File: src/hw/i2cs_pkg.sv
package i2cs_pkg;
    // register byte offsets on the avalon slave
    localparam logic [4:0] OFS_STATUS = 5'h00;
    localparam logic [4:0] OFS_MASK = 5'h04;
    localparam logic [4:0] OFS_TX = 5'h08;
    localparam logic [4:0] OFS_RX = 5'h0C;
    localparam logic [4:0] OFS_CFG = 5'h10;
    localparam logic [4:0] OFS_IRQ_MASK = 5'h14;
    localparam logic [4:0] OFS_IRQ_STAT = 5'h18;
    // bus_status bit positions
    localparam int B_ACK = 15;
    localparam int B_TXACT = 14;
    localparam int B_COL = 10;
    localparam int B_GC = 9;
    localparam int B_TEN = 8;
    localparam int B_WCOL = 7;
    localparam int B_OVF = 6;
    localparam int B_DA = 5;
    localparam int B_STOP = 4;
    localparam int B_START = 3;
    localparam int B_RW = 2;
    localparam int B_RXF = 1;
    localparam int B_TXF = 0;
    // config register layout
    localparam int C_ADDR_LO = 0;
    localparam int C_TEN_SEL = 10;
    localparam int C_GC_EN = 11;
    // interrupt event bits
    localparam int I_RX = 0;
    localparam int I_COL = 1;
    localparam int I_OVF = 2;
    localparam int I_WCOL = 3;
    localparam int I_STOP = 4;
    localparam int IRQ_W = 5;
    // widths, reset values and bus constants
    localparam int ADDR_W = 10;
    localparam int DATA_BIT_LAST = 7;
    localparam int ACK_BIT = 8;
    localparam logic [ADDR_W-1:0] MASK_RST = 10'h000;
    localparam logic [7:0] GC_ADDR = 8'h00;
    localparam logic [4:0] TEN_HDR = 5'h1E;
    // slave receive states, one-hot
    typedef enum logic [4:0] {
        RX_IDLE = 5'b00001,
        RX_ADDR1 = 5'b00010,
        RX_ADDR2 = 5'b00100,
        RX_DATA = 5'b01000,
        RX_SKIP = 5'b10000
    } i2cs_rx_t;
    // status flags as one carrier
    typedef struct packed {
        logic ack;
        logic txact;
        logic col;
        logic gc;
        logic ten;
        logic wcol;
        logic ovf;
        logic da;
        logic stop;
        logic start;
        logic rw;
        logic rxf;
        logic txf;
    } i2cs_flags_t;
    // avalon request group
    typedef struct packed {
        logic [4:0] address;
        logic read;
        logic write;
        logic [31:0] writedata;
    } i2cs_avreq_t;
endpackage : i2cs_pkg

File: src/hw/i2cs_status.sv
`timescale 1ns/1ps
// Contract
// - master transmit: ack slot sets ack result
// - tx active from start through ack
// - collision flag set by hardware, software clears
// - general call sets flag, stop clears
// - ten-bit second byte match sets flag
// - tx write while busy rejected, flagged
// - receive while buffer full sets overflow
// - data/address bit tracks last byte kind
// - stop sets stop bit, start clears
// - start sets start bit, stop clears
// - address byte sets direction bit
// - rx full set on load, read clears
// - tx full set on write, cleared when sent
// - mask bit one ignores that address bit
// - mask upper bits zero, resets to zero
// - full byte moves to buffer, one pulse
// - config selects ten or seven bit address
module i2cs_status
    import i2cs_pkg::*;
(
    input wire logic clk,
    input wire logic sys_rst,
    input wire logic [4:0] avs_address,
    input wire logic avs_read,
    input wire logic avs_write,
    input wire logic [31:0] avs_writedata,
    input wire logic [3:0] avs_byteenable,
    output logic [31:0] avs_readdata,
    output logic avs_waitrequest,
    input wire logic scl_in,
    input wire logic sda_in,
    input wire logic master_mode,
    input wire logic master_tx_go,
    input wire logic bus_collision,
    input wire logic module_busy,
    output logic [7:0] tx_byte,
    output logic rx_byte_pulse,
    output logic irq
);
    import i2cs_pkg::*;

    // whole module state in one record
    typedef struct packed {
        logic scl_prev;
        logic sda_prev;
        i2cs_rx_t st;
        logic [3:0] bitcnt;
        logic [7:0] shreg;
        logic [7:0] first;
        logic in_frame;
        i2cs_flags_t fl;
        logic [ADDR_W-1:0] mask;
        logic [ADDR_W-1:0] own;
        logic ten_sel;
        logic gc_en;
        logic [7:0] tx_hold;
        logic [7:0] rx_hold;
        logic rx_pulse;
        logic [IRQ_W-1:0] irq_st;
        logic [IRQ_W-1:0] irq_msk;
        logic acked;
        logic [31:0] rdata;
    } i2cs_state_t;

    i2cs_state_t s_q; // registered state
    i2cs_state_t s_d; // next state
    i2cs_avreq_t req; // bus request bundle
    logic scl_s; // synchronised clock pin
    logic sda_s; // synchronised data pin

    // pins come from another domain: two flops each before use
    i2cs_sync2 u_sync_scl (
        .clk(clk),
        .sys_rst(sys_rst),
        .din(scl_in),
        .dout(scl_s)
    );
    i2cs_sync2 u_sync_sda (
        .clk(clk),
        .sys_rst(sys_rst),
        .din(sda_in),
        .dout(sda_s)
    );

    assign req = '{address: avs_address, read: avs_read, write: avs_write,
                   writedata: avs_writedata};

    // status word as software sees it; unused bits read zero
    function automatic logic [31:0] status_word(input i2cs_flags_t f);
        logic [31:0] w;
        w = 32'h0000_0000;
        w[B_ACK] = f.ack;
        w[B_TXACT] = f.txact;
        w[B_COL] = f.col;
        w[B_GC] = f.gc;
        w[B_TEN] = f.ten;
        w[B_WCOL] = f.wcol;
        w[B_OVF] = f.ovf;
        w[B_DA] = f.da;
        w[B_STOP] = f.stop;
        w[B_START] = f.start;
        w[B_RW] = f.rw;
        w[B_RXF] = f.rxf;
        w[B_TXF] = f.txf;
        return w;
    endfunction : status_word

    // masked compare: a one in the mask ignores that bit
    function automatic logic addr_eq(input logic [ADDR_W-1:0] a,
                                     input logic [ADDR_W-1:0] b,
                                     input logic [ADDR_W-1:0] m);
        return ((a ^ b) & ~m) == '0;
    endfunction : addr_eq

    // next-state logic for pins, flags and registers
    always_comb begin
        logic scl_rise;
        logic start_ev;
        logic stop_ev;
        logic byte_done;
        logic ack_edge;
        logic [7:0] rx_byte;
        logic [IRQ_W-1:0] ev;
        logic hit;
        logic wr_now;
        logic rd_now;
        scl_rise = 1'b0;
        start_ev = 1'b0;
        stop_ev = 1'b0;
        byte_done = 1'b0;
        ack_edge = 1'b0;
        rx_byte = 8'h00;
        ev = '0;
        hit = 1'b0;
        wr_now = 1'b0;
        rd_now = 1'b0;
        s_d = s_q;
        s_d.scl_prev = scl_s;
        s_d.sda_prev = sda_s;
        s_d.rx_pulse = 1'b0;
        s_d.acked = 1'b0;

        // line conditions: data moves while the clock is high
        scl_rise = scl_s & ~s_q.scl_prev;
        start_ev = scl_s & s_q.scl_prev & s_q.sda_prev & ~sda_s;
        stop_ev = scl_s & s_q.scl_prev & ~s_q.sda_prev & sda_s;

        // bit counter: eight data bits then the ack slot
        if (start_ev) begin
            s_d.in_frame = 1'b1;
            s_d.bitcnt = '0;
        end else if (stop_ev) begin
            s_d.in_frame = 1'b0;
            s_d.bitcnt = '0;
        end else if (scl_rise && s_q.in_frame) begin
            if (s_q.bitcnt == 4'(ACK_BIT)) begin
                ack_edge = 1'b1;
                s_d.bitcnt = '0;
            end else begin
                s_d.shreg = {s_q.shreg[6:0], sda_s};
                s_d.bitcnt = s_q.bitcnt + 4'h1;
                byte_done = (s_q.bitcnt == 4'(DATA_BIT_LAST));
            end
        end
        rx_byte = {s_q.shreg[6:0], sda_s};

        // master transmit tracking
        if (master_tx_go) begin
            s_d.fl.txact = 1'b1;
        end else if (ack_edge && s_q.fl.txact) begin
            s_d.fl.txact = 1'b0;
            s_d.fl.ack = sda_s;
            s_d.fl.txf = 1'b0;
        end

        // start and stop history
        if (start_ev) begin
            s_d.fl.start = 1'b1;
            s_d.fl.stop = 1'b0;
            s_d.st = (master_mode) ? RX_SKIP : RX_ADDR1;
        end else if (stop_ev) begin
            s_d.fl.stop = 1'b1;
            s_d.fl.start = 1'b0;
            s_d.fl.gc = 1'b0;
            s_d.fl.ten = 1'b0;
            s_d.st = RX_IDLE;
            ev[I_STOP] = 1'b1;
        end else if (byte_done) begin
            // slave receive sequence
            case (s_q.st)
                RX_ADDR1: begin
                    s_d.first = rx_byte;
                    if (s_q.gc_en && rx_byte == GC_ADDR) begin
                        s_d.fl.gc = 1'b1;
                        s_d.fl.da = 1'b0;
                        s_d.fl.rw = 1'b0;
                        s_d.st = RX_DATA;
                    end else if (s_q.ten_sel) begin
                        // ten-bit header carries the top two bits
                        hit = (rx_byte[7:3] == TEN_HDR) && addr_eq(
                            {rx_byte[2:1], 8'h00}, {s_q.own[9:8], 8'h00}, s_q.mask);
                        if (hit && rx_byte[0] && s_q.fl.ten) begin
                            // repeated start read after a full match
                            s_d.fl.da = 1'b0;
                            s_d.fl.rw = 1'b1;
                            s_d.st = RX_SKIP;
                        end else begin
                            s_d.st = hit ? RX_ADDR2 : RX_SKIP;
                        end
                    end else begin
                        hit = addr_eq({3'b000, rx_byte[7:1]}, {3'b000, s_q.own[6:0]},
                                      s_q.mask);
                        if (hit) begin
                            s_d.fl.da = 1'b0;
                            s_d.fl.rw = rx_byte[0];
                        end
                        s_d.st = (hit && !rx_byte[0]) ? RX_DATA : RX_SKIP;
                    end
                end
                RX_ADDR2: begin
                    hit = addr_eq({s_q.first[2:1], rx_byte}, s_q.own, s_q.mask);
                    if (hit) begin
                        s_d.fl.ten = 1'b1;
                        s_d.fl.da = 1'b0;
                        s_d.fl.rw = s_q.first[0];
                    end
                    s_d.st = hit ? RX_DATA : RX_SKIP;
                end
                RX_DATA: begin
                    s_d.fl.da = 1'b1;
                    if (s_q.fl.rxf) begin
                        // buffer still unread: keep old byte, flag it
                        s_d.fl.ovf = 1'b1;
                        ev[I_OVF] = 1'b1;
                    end else begin
                        s_d.rx_hold = rx_byte;
                        s_d.fl.rxf = 1'b1;
                        s_d.rx_pulse = 1'b1;
                        ev[I_RX] = 1'b1;
                    end
                end
                RX_IDLE, RX_SKIP: begin
                    s_d.st = s_q.st;
                end
                default: begin
                    s_d.st = RX_IDLE;
                end
            endcase
        end

        // collision is reported by the master sequencer
        if (bus_collision) begin
            s_d.fl.col = 1'b1;
            ev[I_COL] = 1'b1;
        end

        // avalon access: one wait cycle, taken on the second edge
        wr_now = req.write & s_q.acked;
        rd_now = req.read & s_q.acked;
        s_d.acked = (req.read | req.write) & ~s_q.acked;
        if (wr_now) begin
            case (req.address)
                OFS_STATUS: begin
                    // only clear-only bits react, and only to a zero
                    if (avs_byteenable[1] && !req.writedata[B_COL]) begin
                        s_d.fl.col = bus_collision;
                    end
                    if (avs_byteenable[0]) begin
                        if (!req.writedata[B_WCOL]) begin
                            s_d.fl.wcol = 1'b0;
                        end
                        if (!req.writedata[B_OVF]) begin
                            // an overflow in this same cycle wins over the clear
                            s_d.fl.ovf = ev[I_OVF];
                        end
                    end
                end
                OFS_MASK: begin
                    if (avs_byteenable[0]) begin
                        s_d.mask[7:0] = req.writedata[7:0];
                    end
                    if (avs_byteenable[1]) begin
                        s_d.mask[ADDR_W-1:8] = req.writedata[ADDR_W-1:8];
                    end
                end
                OFS_TX: begin
                    if (module_busy || s_q.fl.txact) begin
                        s_d.fl.wcol = 1'b1;
                        ev[I_WCOL] = 1'b1;
                    end else if (avs_byteenable[0]) begin
                        s_d.tx_hold = req.writedata[7:0];
                        s_d.fl.txf = 1'b1;
                    end
                end
                OFS_CFG: begin
                    s_d.own = req.writedata[C_ADDR_LO +: ADDR_W];
                    s_d.ten_sel = req.writedata[C_TEN_SEL];
                    s_d.gc_en = req.writedata[C_GC_EN];
                end
                OFS_IRQ_MASK: begin
                    s_d.irq_msk = req.writedata[IRQ_W-1:0];
                end
                default: begin
                    s_d.rdata = s_d.rdata; // unmapped writes are dropped
                end
            endcase
        end
        if (rd_now && req.address == OFS_RX) begin
            s_d.fl.rxf = s_d.rx_pulse;
        end

        // read data: read-clear of irq status loses no new event
        if (s_d.acked && req.read) begin
            case (req.address)
                OFS_STATUS: s_d.rdata = status_word(s_q.fl);
                OFS_MASK: s_d.rdata = {22'h000000, s_q.mask};
                OFS_TX: s_d.rdata = {24'h000000, s_q.tx_hold};
                OFS_RX: s_d.rdata = {24'h000000, s_q.rx_hold};
                OFS_CFG: s_d.rdata = {20'h00000, s_q.gc_en, s_q.ten_sel, s_q.own};
                OFS_IRQ_MASK: s_d.rdata = {27'h0000000, s_q.irq_msk};
                OFS_IRQ_STAT: s_d.rdata = {27'h0000000, s_q.irq_st};
                default: s_d.rdata = 32'h0000_0000;
            endcase
        end
        if (rd_now && req.address == OFS_IRQ_STAT) begin
            // clear only what the read reported; later events stay pending
            s_d.irq_st = (s_q.irq_st & ~s_q.rdata[IRQ_W-1:0]) | ev;
        end else begin
            s_d.irq_st = s_q.irq_st | ev;
        end
    end

    // single state register
    always_ff @(posedge clk) begin
        if (sys_rst) begin
            s_q <= '0;
            s_q.scl_prev <= 1'b1;
            s_q.sda_prev <= 1'b1;
            s_q.st <= RX_IDLE;
            s_q.mask <= MASK_RST;
        end else begin
            s_q <= s_d;
        end
    end

    // outputs
    assign avs_waitrequest = (avs_read | avs_write) & ~s_q.acked;
    assign avs_readdata = s_q.rdata;
    assign tx_byte = s_q.tx_hold;
    assign rx_byte_pulse = s_q.rx_pulse;
    assign irq = |(s_q.irq_st & s_q.irq_msk);
endmodule : i2cs_status

File: src/hw/i2cs_sync2.sv
`timescale 1ns/1ps
// two-stage synchroniser; first stage is read only by the second
module i2cs_sync2 (
    input wire logic clk,
    input wire logic sys_rst,
    input wire logic din,
    output logic dout
);
    logic meta_q; // first stage, seen by nothing else
    // pins idle high, so reset to one to avoid a false start
    always_ff @(posedge clk) begin
        if (sys_rst) begin
            meta_q <= 1'b1;
            dout <= 1'b1;
        end else begin
            meta_q <= din;
            dout <= meta_q;
        end
    end
endmodule : i2cs_sync2

File: config.mk
export PLATFORM = sky130hd
export DESIGN_NAME = i2cs_status
export DESIGN_NICKNAME = d
export VERILOG_FILES = /design/src/hw/i2cs_pkg.sv /design/src/hw/i2cs_status.sv /design/src/hw/i2cs_sync2.sv
export SDC_FILE = /design/constraint.sdc
export NUM_CORES = 1
export LEC_CHECK = 0
export BUFFER_PORTS_ARGS = -buffer_cell sky130_fd_sc_hd__buf_2
export CORE_UTILIZATION = 40
export CTS_CLUSTER_SIZE = 8
export DETAILED_ROUTE_END_ITERATION = 10
export SETUP_SLACK_MARGIN = 0.3
export SLEW_MARGIN = 10
export SYNTH_ARGS = -nofsm -noshare
export SYNTH_HDL_FRONTEND = slang
export SYNTH_SLANG_ARGS = --single-unit
File: constraint.sdc
create_clock -name clk -period 6.7 [get_ports clk]
set_clock_uncertainty 0.2 [all_clocks]
set_input_delay 2.01 -clock clk [delete_from_list [all_inputs] [get_ports clk]]
set_output_delay 2.01 -clock clk [all_outputs]
set_load 0.05 [all_outputs]
# After elaboration in Yosys (flattened, before gate mapping)
# Cells that the tools add are included.
# word_totals
latch_bits	0
ff_bits	121
out_inout_bits	43
input_bits	51
elab_cells	245
memories	0
mem_bits_rw	0
rom_bits	0
# classes
n_div	0
muxes	101
addsub	1
n_reduce_logical	52
order_cmp	0
shifts	0
bitwise	32
multipliers	0
eq_ne	23
# ops
op	n
16-bit one-hot mux with 7 select lines	1
1-bit two-way mux	70
5-bit two-way mux	11
8-bit two-way mux	4
31-bit two-way mux	1
10-bit logical NOT	3
5-bit equality test, second input constant	5
4-bit AND reduction	6
2-bit nonzero test	11
10-bit AND	2
10-bit XOR	2
5-bit by 4-bit equality test with 1-bit output, second input constant	3
5-bit one-hot mux with 3 select lines	1
2-bit two-way mux	7
7-bit AND reduction	2
12-bit two-way mux	1
1-bit logical AND	11
5-bit AND	2
7-bit by 10-bit AND with 10-bit output	1
5-bit by 3-bit equality test with 1-bit output, second input constant	2
10-bit two-way mux	1
1-bit inverter	10
10-bit inverter	1
5-bit OR	2
other kinds (27)	49

# Longest topological paths before layout
# depth
ltp_word	17
depth_mapped	8
depth_no_buf	7

# By module
# A second synthesis with hierarchy kept.
# hier_totals
hier_cells	611
area_unflattened_um2	5067.4
# by_module_without_submodules
module	instances	area_per_inst_um2	seq_area_each_um2	cells_each
i2cs_status	1	4962.3	1961.9	603
i2cs_sync2	2	52.6	40.0	4

# Worst setup path before layout
# No wires, ideal clock.
# synth_timing
path_kind	input port to output port
startpoint	input port avs_read
endpoint	output port avs_waitrequest
path_buffers	0
slack_ns	1.798
required_time_ns	4.490
t_arrival_ns	2.692
path_stages	2
cell_sequence	nor2_1 > nor2_1
# synth_via
elab_chain_cells	2
# synth_lines
element	line_no	text
start, declared	i2cs_status.sv:26	input wire logic avs_read,
1-bit OR	i2cs_status.sv:349	assign avs_waitrequest = (avs_read | avs_write) & ~s_q.acked;
1-bit AND	i2cs_status.sv:349	
end, declared	i2cs_status.sv:31	output logic avs_waitrequest,
# No other way between the ends.

# Worst setup path in the final report
# layout_timing
startpoint	input port avs_write
endpoint	output port avs_waitrequest
# layout_via
elab_chain_cells	2
# layout_lines
element	line_no	text
start, declared	i2cs_status.sv:27	input wire logic avs_write,
1-bit OR	i2cs_status.sv:349	
1-bit AND	i2cs_status.sv:349	
# No other way between the ends.

==> impl_metrics.csv <==
group,metric,value,unit
critical_path,setup.worst_path.end_class,"output pin",
synth,synth-adder-area-share,0.511,%
synth,seq_area_frac_synth,41.7,%
critical_path,crit_path_cell_trace,"buf_2 > nor2_1 > nor2_1 > buf_2",
critical_path,crit_arrival,2570,ps
critical_path,critical_path_required,4490,ps
sta,rsz0062_at_grt,"no",
global_route,grt.overflow.total,0,
clock_tree,clk_latency,360,ps
synth,ys_warn_count,0,
sta,fin_tns_setup,0,ps
power,design_power_total,0.00128,W
synth,yosys-top-cells-count,"102 x dfxtp_1, 74 x nor2_1, 67 x nand2_1, 66 x a21oi_1, 41 x buf_4",
synth,synth_top_family_by_area,"simple AND/OR/NAND/NOR gates",
synth,synth_area,4890,um^2
synth,netlist_top_cells_area,"dfxtp_1 42%, a21oi_1 6.8%, buf_4 6.3%",
synth,synth_compound_area_share,15.8,%
layout,fillCellCount,1194,
layout,antenna-diode-count,0,
clock_tree,clk_pin_slew,70,ps
clock_tree,post_cts_buffers,0,
critical_path,critPathSlowestCell,"buf_2",
synth,ys_seq_elements,102,
sta,whs,210,ps
synth,yosysMostFrequentCell,"dfxtp_1",
global_route,grt_first_pass_wirelength,21200,um
route,drtIter0Drc,421,
sta,timing.final.crit_period,4780,ps
synth,synth-simple-area-share,22.1,%
route,routedWlPerCell,17.9,um
clock_tree,cts_resized,0,
clock_tree,cts.sink_count,102,
critical_path,critPathMaxFanout,7,
synth,muxShareOfSynthArea,5.83,%
place,dp_slack,1930,ps
synth,synth.avg_cell_area,8.39,um^2
synth,synth_xor_area_share,3.94,%
clock_tree,ctsHoldBuffers,0,
layout,ff_latch_area,2040,um^2
power,leakagePower,1.97,nW
sta,fmax,209,MHz
layout,multi_input_area,2420,um^2
sta,fin_ws,1920,ps
power,powerDensity,242,nW/um^2
clock_tree,clockBufferDepth,2,
global_route,grt_pass1_vias,3940,
clock_tree,htreeDepth,3,
synth,synth.top_cell.area_share,41.7,%
synth,synthCells,583,
clock_tree,cts.root.buffer_cell,"clkbuf_16",
run,drv_cap,0,
route,routed-via-count,4190,
clock_tree,numCtsBuffers,9,
synth,synthArstFlopShare,0,%
global_route,grt_start_max_net_pins,73,
synth,synth_edf_count,0,
sta,hold_viol,0,
sta,fin_crit_sh,71.4,%
floorplan,initial_core_util,40.9,%
route,post_drt_via_cell_ratio,5.64,
place,portBuffers,53,
synth,synth_largest_area_cell,"dfxtp_1",
floorplan,dieArea,12700,um^2
sta,finalMaxSlewViolations,0,
synth,ys_types,53,
route,drc,0,
route,postRouteAntennaNets,0,
floorplan,die_w,113,um
floorplan,core,12000,um^2
clock_tree,cts_tree,"built",
layout,layout.cells.non_filler,743,
floorplan,fp-row-count,40,
sta,worst_pin_slew,1150,ps
critical_path,critPathMaxStageDelay,270,ps
layout,drive_above_1_share,14.8,%
route,drt_pass1_iterations,6,
place,hpwlAfterDp,9220,um
layout,nets,644,
synth,ys.flop_type,"dfxtp_1",
route,wirelength,13300,um
critical_path,worst_setup_path_start_kind,"input port",
floorplan,pin_count,94,
place,placed_cells,727,
layout,areaGrowthSynthToFinish,8.11,%
power,ir_worst_vdd,0.196,mV
critical_path,crit_type,"input port to output pin",
floorplan,dieHeight,113,um
sta,setup_viol,0,
min_path,hold_path.class,"flip-flop to flip-flop",
global_route,track_usage,21.7,%
run_status,status,"finished, final reports clean",
sta,max_slew_margin,22.8,%
place,gp_congestion,0.875,
global_route,antenna_found_initial,0,
==> worst max-delay path, delay by kind of cell <==
kind          cells  cell delay [ps]
simple gates      2              150
buf+inv           2              420
==> layout make-up <==
class	count	area share, %
Inverter	5	0.355
Timing Repair Buffer	55	5.30
Clock inverter	5	1.66
Tap cell	147	3.48
Multi-Input combinational cell	418	45.8
Sequential cell	102	38.6
Clock buffer	11	4.78
==> power by group <==
| part | total, W | internal (W) | switching, W | leakage, nW |
|---|---|---|---|---|
| Sequential | 0.000617 | 0.000611 | 0.00000643 | 0.824 |
| Combinational | 0.0000744 | 0.0000159 | 0.0000585 | 0.986 |
| Clock | 0.000591 | 0.000352 | 0.000239 | 0.164 |
==> cell families (layout without fill, tap and decap cells) <==
family | after synthesis | after routing
AOI/OAI and AO/OA | 123 | 123
xor gates and xnor gates | 22 | 22
adders and majority gates | 2 | 2
buffers and inverters | 80 | 76
DFF | 102 | 102
muxes | 28 | 28
other | 1 | 18
and+or+nand+nor | 225 | 225
==> state kept, by name, summed over array words and instances (netlist names) <==
name	flops
u_sync_sda.dout	1
rx_byte_pulse	1
u_sync_sda.meta_q	1
avs_readdata	14
s_q	75
u_sync_scl.dout	1
tx_byte	8
u_sync_scl.meta_q	1
==> placed cells by master (no fill, tap or decap), types with 5 or more instances in the layout <==
master,count
nand2_1,67
buf_2,53
a21oi_1,66
or2_2,5
nand3_1,26
clkbuf_16,9
dfxtp_1,102
inv_1,5
xnor2_1,20
nor2_1,74
nand3b_1,5
a31oi_1,8
o22ai_1,9
nor3_1,12
a222oi_1,9
conb_1,18
a22oi_1,17
mux2i_1,27
and3_1,7
==> metrics by stage <==
step | instance area, um^2 | util [%]
after detailed placement | 4950 | 41.4
after CTS | 5290 | 44.2
final | 5290 | 44.2
after global routing | 5290 | 44.2
after floorplan | 4960 | -
after global placement | 4950 | 41.4
==> metal layers <==
| layer | GRT usage (%) | up-vias | wire, um |
|---|---|---|---|
| li1 | - | 2005 | - |
| met1 | 29.7 | 1990 | 6040 |
| met2 | 33.2 | 178 | 5990 |
| met3 | 5.89 | 17 | 1020 |
| met4 | 6.40 | 0 | 234 |
| met5 | 0 | - | 0 |
==> worst paths after layout <==
path / from / to / slack (ps) / cells after the start
setup reg to reg: s_q[85] / s_q[48] / 3850 / 6
setup / recovery: avs_write / avs_waitrequest / 1920 / 4
hold / removal: u_sync_sda.meta_q / u_sync_sda.dout / 210 / 1
hold reg to reg: u_sync_sda.meta_q / u_sync_sda.dout / 210 / 1
Note: power is estimated with default switching activity, not from simulation.
